`src/hw/pwg_pkg.sv`:
```
// package for the pwm waveform generator: register map, field layout, types
package pwg_pkg;

	// ----------------------------------------------------------------
	// register byte offsets
	// ----------------------------------------------------------------
	localparam logic [7:0] OFS_IDENT = 8'h00;
	localparam logic [7:0] OFS_CTRL = 8'h04;
	localparam logic [7:0] OFS_CFG = 8'h08;
	localparam logic [7:0] OFS_LAUNCH = 8'h0c;
	localparam logic [7:0] OFS_RPT = 8'h10;
	localparam logic [7:0] OFS_PER = 8'h14;
	localparam logic [7:0] OFS_PH1 = 8'h18;
	localparam logic [7:0] OFS_IRQ_STAT = 8'h1c;
	localparam logic [7:0] OFS_IRQ_MASK = 8'h20;
	localparam logic [7:0] OFS_STATE = 8'h24;

	// ----------------------------------------------------------------
	// identity (value is arbitrary)
	// ----------------------------------------------------------------
	localparam logic [31:0] IDENT_VALUE = 32'h0050_0001;

	// ----------------------------------------------------------------
	// field positions
	// ----------------------------------------------------------------
	// control: bit 0 run enable
	localparam int CTRL_RUN_BIT = 0;
	// configuration fields
	localparam int CFG_MODE_LSB = 0;
	localparam int CFG_EDGE_BIT = 2;
	localparam int CFG_SRC_BIT = 3;
	localparam int CFG_P1OUT_BIT = 4;
	localparam int CFG_IDLE_BIT = 5;
	localparam int CFG_IRQ_ALL_BIT = 6;
	// interrupt status bits
	localparam int EVT_PERIOD_BIT = 0;
	localparam int EVT_DONE_BIT = 1;
	localparam int EVT_W = 2;

	// ----------------------------------------------------------------
	// reset values
	// ----------------------------------------------------------------
	localparam logic [31:0] RST_PER = 32'h0000_0000;
	localparam logic [31:0] RST_PH1 = 32'h0000_0000;
	localparam logic [7:0] RST_RPT = 8'h00;

	// mode field encoding
	localparam logic [1:0] MODE_OFF = 2'h0;
	localparam logic [1:0] MODE_ONESHOT = 2'h1;
	localparam logic [1:0] MODE_CONT = 2'h2;

	// packed from bit 6 down to bit 0, matching the field positions above
	typedef struct packed {
		logic irq_every_period;
		logic idle_level;
		logic phase1_level;
		logic trig_vsync;
		logic trig_falling;
		logic [1:0] mode;
	} pwg_cfg_type;

	typedef struct packed {
		logic [31:0] period;
		logic [31:0] phase1;
	} pwg_timing_type;

endpackage

```
`src/hw/pwg_sync.sv`:
```
// three-stage input synchroniser with agreement-based change detection
`timescale 1ns/100ps
module pwg_sync
(
	// clock and reset
	input wire logic clock_i,
	input wire logic rst_b_i,
	// asynchronous input
	input wire logic async_i,
	// synchronised level
	output logic level_o
);
	logic [2:0] stage;
	logic [2:0] next_stage;
	logic next_level;

	always_comb
	begin
		next_stage = {stage[1:0], async_i};
		// first stage is only read by the second stage
		next_level = (stage[2] == stage[1]) ? stage[1] : level_o;
	end

	always_ff @(posedge clock_i or negedge rst_b_i)
	begin
		if (!rst_b_i)
		begin
			stage <= 3'h0;
			level_o <= 1'b0;
		end
		else
		begin
			stage <= next_stage;
			level_o <= next_level;
		end
	end
endmodule // pwg_sync

```
`src/hw/pwg_top.sv`:
```
// pwm waveform generator with avalon-mm register slave
//
// How it works
// - a 32-bit period counter sets the length of each output period
// - a 32-bit phase-one length is compared with the count to end phase one
// - one-shot mode emits repeat count plus one periods, then stops
// - mode field selects one-shot or endlessly repeating continuous operation
// - period and phase-one settings are shadowed and loaded only at period start
// - a hardware trigger edge, rising or falling by choice, starts one-shot
// - the sensor front end vertical sync may be chosen as the one-shot trigger
// - output sits at the software idle level when no waveform runs
// - interrupt and dma sync events are raised by waveform generation
//
// Chosen here: register access over Avalon-MM.
`timescale 1ns/100ps
module pwg_top
(
	// clock and reset
	input wire logic clock_i,
	input wire logic rst_b_i,
	// avalon-mm slave
	input wire logic [7:0] avs_address_i,
	input wire logic avs_read_i,
	input wire logic avs_write_i,
	input wire logic [31:0] avs_writedata_i,
	input wire logic [3:0] avs_byteenable_i,
	output logic [31:0] avs_readdata_o,
	output logic avs_waitrequest_o,
	// trigger inputs
	input wire logic hw_trigger_i,
	input wire logic image_sensor_frontend_vsync_i,
	// waveform and events
	output logic pwm_o,
	output logic irq_o,
	output logic system_dma_controller_event_o
);
	// ----------------------------------------------------------------
	// reset release
	// ----------------------------------------------------------------
	logic [1:0] rst_pipe;
	logic rst_b;

	always_ff @(posedge clock_i or negedge rst_b_i)
	begin
		if (!rst_b_i)
			rst_pipe <= 2'h0;
		else
			rst_pipe <= {rst_pipe[0], 1'b1};
	end
	assign rst_b = rst_pipe[1];

	// ----------------------------------------------------------------
	// trigger synchronisers
	// ----------------------------------------------------------------
	logic trig_lvl;
	logic vsync_lvl;

	pwg_sync u_trig_sync
	(
		.clock_i(clock_i),
		.rst_b_i(rst_b),
		.async_i(hw_trigger_i),
		.level_o(trig_lvl)
	);

	pwg_sync u_vsync_sync
	(
		.clock_i(clock_i),
		.rst_b_i(rst_b),
		.async_i(image_sensor_frontend_vsync_i),
		.level_o(vsync_lvl)
	);

	// ----------------------------------------------------------------
	// state
	// ----------------------------------------------------------------
	typedef enum logic [1:0] {ST_IDLE, ST_ARMED, ST_RUN} pwg_state_type;

	pwg_state_type state, next_state;
	logic run_en, next_run_en;
	pwg_pkg::pwg_cfg_type cfg, next_cfg;
	logic [7:0] burst_repeat_count, next_rpt;
	pwg_pkg::pwg_timing_type shadow, next_shadow;
	pwg_pkg::pwg_timing_type active, next_active;
	logic [31:0] count, next_count;
	logic [7:0] left, next_left;
	logic [pwg_pkg::EVT_W-1:0] irq_stat, next_irq_stat;
	logic [pwg_pkg::EVT_W-1:0] irq_mask, next_irq_mask;
	logic prev_src, next_prev_src;
	logic next_pwm, next_irq, next_dma;
	logic [31:0] next_rdata;
	logic next_wait;
	logic launch;
	logic trig_edge;
	logic src_lvl;
	logic period_end;
	logic bus_acc;
	logic wr_ok;
	logic [pwg_pkg::EVT_W-1:0] evt;

	// byte-lane merge used by the period and phase-one registers
	function automatic logic [31:0] merge(input logic [31:0] old, input logic [31:0] wd,
		input logic [3:0] be);
		logic [31:0] r;
		r = old;
		for (int i = 0; i < 4; i++)
		begin
			if (be[i])
				r[i*8 +: 8] = wd[i*8 +: 8];
		end
		return r;
	endfunction

	function automatic logic hit(input logic [7:0] a, input logic [7:0] ofs);
		return a == ofs;
	endfunction

	// ----------------------------------------------------------------
	// bus and register logic
	// ----------------------------------------------------------------
	// one wait cycle per access: request taken while waitrequest is high,
	// answered on the following edge with waitrequest low
	assign bus_acc = (avs_read_i || avs_write_i) && avs_waitrequest_o;
	assign wr_ok = avs_write_i && avs_waitrequest_o;

	always_comb
	begin
		next_wait = !(bus_acc);
		next_rdata = avs_readdata_o;
		next_run_en = run_en;
		next_cfg = cfg;
		next_rpt = burst_repeat_count;
		next_shadow = shadow;
		next_irq_mask = irq_mask;
		launch = 1'b0;
		// narrow registers live in byte lane 0 only
		if (wr_ok && hit(avs_address_i, pwg_pkg::OFS_CTRL) && avs_byteenable_i[0])
			next_run_en = avs_writedata_i[pwg_pkg::CTRL_RUN_BIT];
		if (wr_ok && hit(avs_address_i, pwg_pkg::OFS_CFG) && avs_byteenable_i[0])
			next_cfg = pwg_pkg::pwg_cfg_type'(avs_writedata_i[6:0]);
		if (wr_ok && hit(avs_address_i, pwg_pkg::OFS_LAUNCH))
			launch = avs_byteenable_i[0] && avs_writedata_i[0];
		if (wr_ok && hit(avs_address_i, pwg_pkg::OFS_RPT) && avs_byteenable_i[0])
			next_rpt = avs_writedata_i[7:0];
		// writes land in the shadow copy only
		if (wr_ok && hit(avs_address_i, pwg_pkg::OFS_PER))
			next_shadow.period = merge(shadow.period, avs_writedata_i, avs_byteenable_i);
		if (wr_ok && hit(avs_address_i, pwg_pkg::OFS_PH1))
			next_shadow.phase1 = merge(shadow.phase1, avs_writedata_i, avs_byteenable_i);
		if (wr_ok && hit(avs_address_i, pwg_pkg::OFS_IRQ_MASK) && avs_byteenable_i[0])
			next_irq_mask = avs_writedata_i[pwg_pkg::EVT_W-1:0];
		if (avs_read_i && avs_waitrequest_o)
		begin
			unique case (avs_address_i)
				pwg_pkg::OFS_IDENT: next_rdata = pwg_pkg::IDENT_VALUE;
				pwg_pkg::OFS_CTRL: next_rdata = {31'h0, run_en};
				pwg_pkg::OFS_CFG: next_rdata = {25'h0, cfg};
				pwg_pkg::OFS_RPT: next_rdata = {24'h0, burst_repeat_count};
				pwg_pkg::OFS_PER: next_rdata = shadow.period;
				pwg_pkg::OFS_PH1: next_rdata = shadow.phase1;
				pwg_pkg::OFS_IRQ_STAT: next_rdata = {30'h0, irq_stat};
				pwg_pkg::OFS_IRQ_MASK: next_rdata = {30'h0, irq_mask};
				pwg_pkg::OFS_STATE: next_rdata = {22'h0, state == ST_RUN, state == ST_ARMED,
					left};
				default: next_rdata = 32'h0000_0000;
			endcase
		end
	end

	always_ff @(posedge clock_i or negedge rst_b)
	begin
		if (!rst_b)
		begin
			avs_waitrequest_o <= 1'b1;
			avs_readdata_o <= 32'h0000_0000;
			run_en <= 1'b0;
			cfg <= '0;
			burst_repeat_count <= pwg_pkg::RST_RPT;
			shadow <= {pwg_pkg::RST_PER, pwg_pkg::RST_PH1};
			irq_mask <= '0;
		end
		else
		begin
			avs_waitrequest_o <= next_wait;
			avs_readdata_o <= next_rdata;
			run_en <= next_run_en;
			cfg <= next_cfg;
			burst_repeat_count <= next_rpt;
			shadow <= next_shadow;
			irq_mask <= next_irq_mask;
		end
	end

	// ----------------------------------------------------------------
	// waveform engine
	// ----------------------------------------------------------------
	// source choice between hardware pin and vertical sync
	assign src_lvl = cfg.trig_vsync ? vsync_lvl : trig_lvl;
	// edge polarity is programmable
	assign trig_edge = cfg.trig_falling ? (prev_src && !src_lvl) : (!prev_src && src_lvl);
	// period ends when the count reaches the loaded period
	assign period_end = (count >= active.period);

	always_comb
	begin
		next_state = state;
		next_count = count;
		next_active = active;
		next_left = left;
		next_prev_src = src_lvl;
		evt = '0;
		unique case (state)
			ST_IDLE:
			begin
				// a burst starts from whatever software has loaded
				if (run_en && cfg.mode == pwg_pkg::MODE_CONT)
					next_state = ST_RUN;
				else if (run_en && cfg.mode == pwg_pkg::MODE_ONESHOT)
					next_state = ST_ARMED;
				next_count = 32'h0000_0000;
				next_active = shadow;
				next_left = burst_repeat_count;
			end
			ST_ARMED:
			begin
				next_count = 32'h0000_0000;
				next_active = shadow;
				next_left = burst_repeat_count;
				if (!run_en || cfg.mode != pwg_pkg::MODE_ONESHOT)
					next_state = ST_IDLE;
				else if (launch || trig_edge)
					next_state = ST_RUN;
			end
			ST_RUN:
			begin
				next_count = count + 32'h0000_0001;
				if (!run_en || cfg.mode == pwg_pkg::MODE_OFF)
					next_state = ST_IDLE;
				else if (period_end)
				begin
					evt[pwg_pkg::EVT_PERIOD_BIT] = 1'b1;
					next_count = 32'h0000_0000;
					// new settings only at a period boundary
					next_active = shadow;
					// continuous mode loops without end
					if (cfg.mode == pwg_pkg::MODE_ONESHOT)
					begin
						// n + 1 periods, then back to armed
						if (left == 8'h00)
						begin
							evt[pwg_pkg::EVT_DONE_BIT] = 1'b1;
							next_state = ST_ARMED;
						end
						else
							next_left = left - 8'h01;
					end
				end
			end
			default: next_state = ST_IDLE;
		endcase
		// sticky status, set wins over write-one-to-clear
		next_irq_stat = irq_stat;
		if (wr_ok && hit(avs_address_i, pwg_pkg::OFS_IRQ_STAT) && avs_byteenable_i[0])
			next_irq_stat = irq_stat & ~avs_writedata_i[pwg_pkg::EVT_W-1:0];
		next_irq_stat = next_irq_stat | evt;
		next_irq = |(next_irq_stat & irq_mask);
		next_dma = cfg.irq_every_period ? evt[pwg_pkg::EVT_PERIOD_BIT] :
			evt[pwg_pkg::EVT_DONE_BIT];
		// phase one holds while the count is below its length
		// idle level whenever the engine does not run
		if (next_state == ST_RUN)
			next_pwm = (next_count < next_active.phase1) ? cfg.phase1_level :
				!cfg.phase1_level;
		else
			next_pwm = cfg.idle_level;
	end

	always_ff @(posedge clock_i or negedge rst_b)
	begin
		if (!rst_b)
		begin
			state <= ST_IDLE;
			count <= 32'h0000_0000;
			active <= {pwg_pkg::RST_PER, pwg_pkg::RST_PH1};
			left <= pwg_pkg::RST_RPT;
			prev_src <= 1'b0;
			irq_stat <= '0;
			pwm_o <= 1'b0;
			irq_o <= 1'b0;
			system_dma_controller_event_o <= 1'b0;
		end
		else
		begin
			state <= next_state;
			count <= next_count;
			active <= next_active;
			left <= next_left;
			prev_src <= next_prev_src;
			irq_stat <= next_irq_stat;
			pwm_o <= next_pwm;
			irq_o <= next_irq;
			system_dma_controller_event_o <= next_dma;
		end
	end
endmodule // pwg_top

```
`config.mk`:
```
export PLATFORM = sky130hd
export DESIGN_NAME = pwg_top
export DESIGN_NICKNAME = d
export VERILOG_FILES = /design/src/hw/pwg_pkg.sv /design/src/hw/pwg_sync.sv /design/src/hw/pwg_top.sv
export SDC_FILE = /design/constraint.sdc
export NUM_CORES = 1
export LEC_CHECK = 0
export ABC_AREA = 1
export BUFFER_PORTS_ARGS = -buffer_cell sky130_fd_sc_hd__clkbuf_2
export CORE_ASPECT_RATIO = 1.1
export CORE_MARGIN = 1
export CORE_UTILIZATION = 50
export DETAILED_ROUTE_END_ITERATION = 10
export PLACE_DENSITY = 0.71
export SYNTH_ARGS = -nofsm -noshare
export SYNTH_HDL_FRONTEND = slang
export SYNTH_SLANG_ARGS = --single-unit
```
`constraint.sdc`:
```
create_clock -name clock_i -period 13.2 [get_ports clock_i]
set_input_delay 1.32 -clock clock_i [delete_from_list [all_inputs] [get_ports clock_i]]
set_output_delay 1.32 -clock clock_i [all_outputs]
set_load 0.005 [all_outputs]
```
==> impl.org <==
** Layout
- Filler Cells Inserted :: 2148
- Number of nets at the end of the flow :: 1627
- Area delta synth->final :: 12.83%
- Total inserted antenna cells :: 0
- Share of layout cells above drive strength 1 :: 0.1351
- After the flow finishes, the layout carries non-filler instances totaling 1837.

** Synthesis
- #FFs+latches synth :: 237
- The synthesized design contains 0 enable-type register cells.
- The most used flip-flop cell after synthesis is dfrtp_1.
- Synthesized net count :: 1547
- Synthesized area divided by synthesized cell count :: 8.414 µm²
- The cell area that synthesis handed to floorplanning was 12050 µm².
- Async S/R FF share, synth :: 1.000
- Of the synthesized area, sequential elements account for 0.4923.
- Mapped Cells :: 1432
- For this run, the number of Yosys warnings is 0.
- After synthesis, the netlist uses 52 different library cells.

** Routing
- DRT Pass-1 Iters :: 5
- Drt total wl :: 28090 µm
- Number of DRC violations after detailed routing :: 0
- Dividing the detail-routed wire length by the instance count gives 15.29 µm.
- After detailed routing, the number of vias per cell comes to 5.209.
- Starting DRT DRC Count :: 738
- Once detail routing completed, the nets flagged for antenna violations numbered 0.
- DR vias :: 9569

** Placed design
- Once detailed placement completed, the half-perimeter wirelength came to 20460 µm.
- Port buffering added 85 buffers.
- Number of placed instances, taps included :: 1789
- The congestion estimate from routability-driven global placement came to 0.8637.

** Min path
- Worst min-delay path category :: reg2async

** Power and ir drop
- The worst-case IR drop observed on VDD is 0.08848 mV.
- Cell-internal power :: 0.001176 W
- Power dissipated by switching net loads :: 0.0003666 W
- Switching share of total power :: 0.2377
- Clock network fraction of total power :: 0.467
- The analysis attributes to cell leakage a power of 6.634 nW.
- Gate power share :: 0.048
- Of the total power, registers draw 0.486.
- PD cells :: 113.4 nW/µm²

** Critical path
- In this run the worst path has a maximum fanout of 33.
- Category of the worst setup path launch point :: flip-flop
- The critical path is of the reg2reg type.
- For the worst setup path, the data required time is 13.61 ns.
- Critical path data arrival time :: 5.08 ns
- Endpoint class of the critical path :: flip-flop

** Global route
- GRT Residual Overflow :: 0
- Across every metal layer, demand over resource in global routing totals 0.2382.
- Number of global-route vias before repair :: 9440
- The initial antenna violation count is 0.
- Maximum number of pins on one net before global-route repair :: 93
- First-pass GRT wire length :: 46780 µm

** STA
- Skew final :: 0.01145 ns
- Setup violations remaining at the end of the flow were counted as 0.
- Final setup TNS :: 0 ns
- For the pin with the worst max-slew slack, the measured transition is 1.019 ns.
- Period utilization :: 0.3535
- Peak clock frequency supported by timing :: 0.2143 GHz
- Relative slew slack :: 0.3206
- The number of max-slew violations in the final report was 0.
- Number of endpoints with negative hold slack in the final report :: 0
- Setup repair after global routing left no endpoint under its margin.
- The smallest clock period supported by the final layout is computed as 4.666 ns.

** Clock network
- Hold repair after CTS inserted 0 buffers.
- CTS Root Buffer Type :: clkbuf_16
- Counting every sink on the clock net gives 237.
- Register clock-pin slew on the reported worst setup and hold paths :: 0.06 ns
- Clock buffers created by TritonCTS :: 26
- After clock tree synthesis, the setup repair step added 0 buffers.
- The later pin in the worst-skew pair is clocked with a latency of 0.53 ns.
- Bufs on Longest Clock Path :: 3
- Maximum level of the CTS H-tree :: 1
- Gates resized, CTS repair :: 0
- TritonCTS built the clock tree.

** Floorplan
- The region available for standard cell placement spans 23620 µm².
- Initial core utilization :: 0.5101
- The die covers 24720 µm².
- During I/O placement, the number of pins put on the boundary was 86.
- Die H :: 164.8 µm
- The die is 150.0 µm wide.
- Number of placement rows :: 59

** Job
- Max_cap viols :: 0

** Status
- Status :: completed
-- cells in the mapped netlist, types with 3 or more instances --
| master | instances | area (µm²) |
|---|---|---|
| a21oi_1 | 42 | 210.2 |
| nand2_2 | 7 | 43.79 |
| or2_2 | 18 | 112.6 |
| nor3_1 | 14 | 70.07 |
| buf_2 | 11 | 55.05 |
| nor4_1 | 6 | 37.54 |
| nor2_1 | 84 | 315.3 |
| nor2_2 | 9 | 56.30 |
| nand3_2 | 3 | 30.03 |
| or2_1 | 13 | 81.33 |
| o211ai_1 | 3 | 22.52 |
| xor2_1 | 15 | 131.4 |
| nor3b_1 | 5 | 37.54 |
| nand3_1 | 23 | 115.1 |
| inv_1 | 212 | 795.8 |
| clkbuf_1 | 25 | 93.84 |
| a211oi_1 | 5 | 37.54 |
| o221ai_1 | 8 | 70.07 |
| a221oi_1 | 8 | 70.07 |
| o21ai_0 | 150 | 750.7 |
| o22ai_1 | 10 | 62.56 |
| nand4_1 | 8 | 50.05 |
| ha_1 | 65 | 813.3 |
| o21ai_1 | 7 | 35.03 |
| nor3_2 | 5 | 50.05 |
| inv_2 | 12 | 45.04 |
| o21a_1 | 34 | 255.2 |
| dfrtp_1 | 236 | 5906 |
| nand2_1 | 361 | 1355 |
| nor2_4 | 4 | 45.04 |
-- cell families (layout without fill, tap and decap cells) --
family | after synthesis | count (layout) | synth area share
other | 1 | 1 | 0.0003112
XOR/XNOR | 16 | 16 | 0.01163
adder cells (fa/ha/maj) | 67 | 67 | 0.06916
flip-flops | 237 | 237 | 0.4923
AND/OR/NAND/NOR | 566 | 566 | 0.2057
AO/OA/AOI/OAI | 279 | 279 | 0.1353
buffers and inverters | 266 | 366 | 0.08557
-- through the flow --
step / cell area, µm² / utilization / total power (W) / hold WS (ns) / worst slack [ns]
finish: 13600 / 0.5755 / 0.001542 / 0.2989 / 8.534
global placement: 12730 / 0.5390 / 0.0008355 / 0.3130 / 8.543
detailed placement: 12730 / 0.5390 / 0.0008373 / 0.3142 / 8.480
CTS: 13600 / 0.5755 / 0.001558 / 0.3198 / 8.466
floorplan: 12050 / - / 0.0008075 / 0.3312 / 6.108
global route: 13600 / 0.5755 / 0.001600 / 0.3499 / 8.069
-- area by class of cell --
type                    count  area [µm²]  share of cell area
multi-input cells         929        5089              0.3743
well taps                 305       381.6             0.02807
flip-flops and latches    237        5936              0.4366
clock buffers              32       724.4             0.05329
clock inverters            16       138.9             0.01022
repair buffers             92       478.0             0.03516
inverters                 226       848.3             0.06240
-- layer usage --
layer / track usage / vias up / part of all wire
li1: - / 4749 / -
met1: 0.3254 / 4525 / 0.46
met2: 0.3973 / 239 / 0.47
met3: 0.03481 / 56 / 0.051
met4: 0.06198 / 0 / 0.024
met5: 0 / - / 0
-- worst paths after layout --
check	slack, ns	to	cells after the start	start
worst max-delay path	8.53	pwm_o	24	count[23]
worst min-delay path	0.30	avs_readdata_o[22]	0	rst_pipe[1]
worst max register to register	8.53	pwm_o	24	count[23]
worst min register to register	0.30	avs_readdata_o[22]	0	rst_pipe[1]
max in group asynchronous	11.01	active[9]	2	rst_pipe[1]
min in group clock_i	0.35	u_vsync_sync.stage[1]	0	u_vsync_sync.stage[0]
-- registers in the layout (all words and copies together), names as in the netlist, 3 cells and up --
signal,count
u_vsync_sync.stage,3
cfg,7
burst_repeat_count,8
active,64
shadow,64
count,32
avs_readdata_o,32
left,8
u_trig_sync.stage,3
-- layout by cell type (no fill, tap or decap), types with 3 or more instances in the layout --
cell type	count
clkinv_4	3
clkinvlp_4	3
inv_1	212
clkbuf_16	27
xor2_1	15
ha_1	65
a211oi_1	5
or2_2	18
nor4_1	6
or2_1	13
nor3b_1	5
dfrtp_1	235
o211ai_1	3
a221oi_1	8
o21ai_1	7
clkinv_2	7
o221ai_1	8
nand3_1	23
nor2_1	84
inv_2	12
a21oi_1	42
nor2_2	9
nor2_4	4
nand2_1	360
o22ai_1	10
nor3_2	5
nand4_1	8
o21ai_0	150
nand2_2	8
o21a_1	34
clkbuf_2	85
buf_4	7
nand3_2	3
clkbuf_8	3
nor3_1	14
-- worst max-delay path: stages, from the launching register on --
cell     delay, ns
dfrtp_1       0.43
ha_1          0.31
nand2_1       0.07
nor2_1        0.17
nand4_1       0.19
nor2_4        0.13
nand2_2       0.09
nand3_2       0.08
nand2_2       0.06
inv_1         0.06
nand2_2       0.06
inv_2         0.45
buf_4         0.43
or2_1         0.16
o21a_1        0.15
inv_2         0.04
ha_1          0.31
nand4_1       0.13
nor3_1        0.32
nor4b_1       0.52
nand2_1       0.15
nand2_1       0.08
nand2_1       0.05
nand3_1       0.06
nand2_1       0.05
-- power groups by stage --
stage               clock, W  sequential, W  combinational [W]
floorplan                  0       0.000768          0.0000397
global placement           0       0.000762          0.0000738
detailed placement         0       0.000762          0.0000751
CTS                 0.000733       0.000749          0.0000756
global route        0.000764       0.000750          0.0000853
finish              0.000720       0.000749          0.0000739
(Power assumes the default switching activity.)
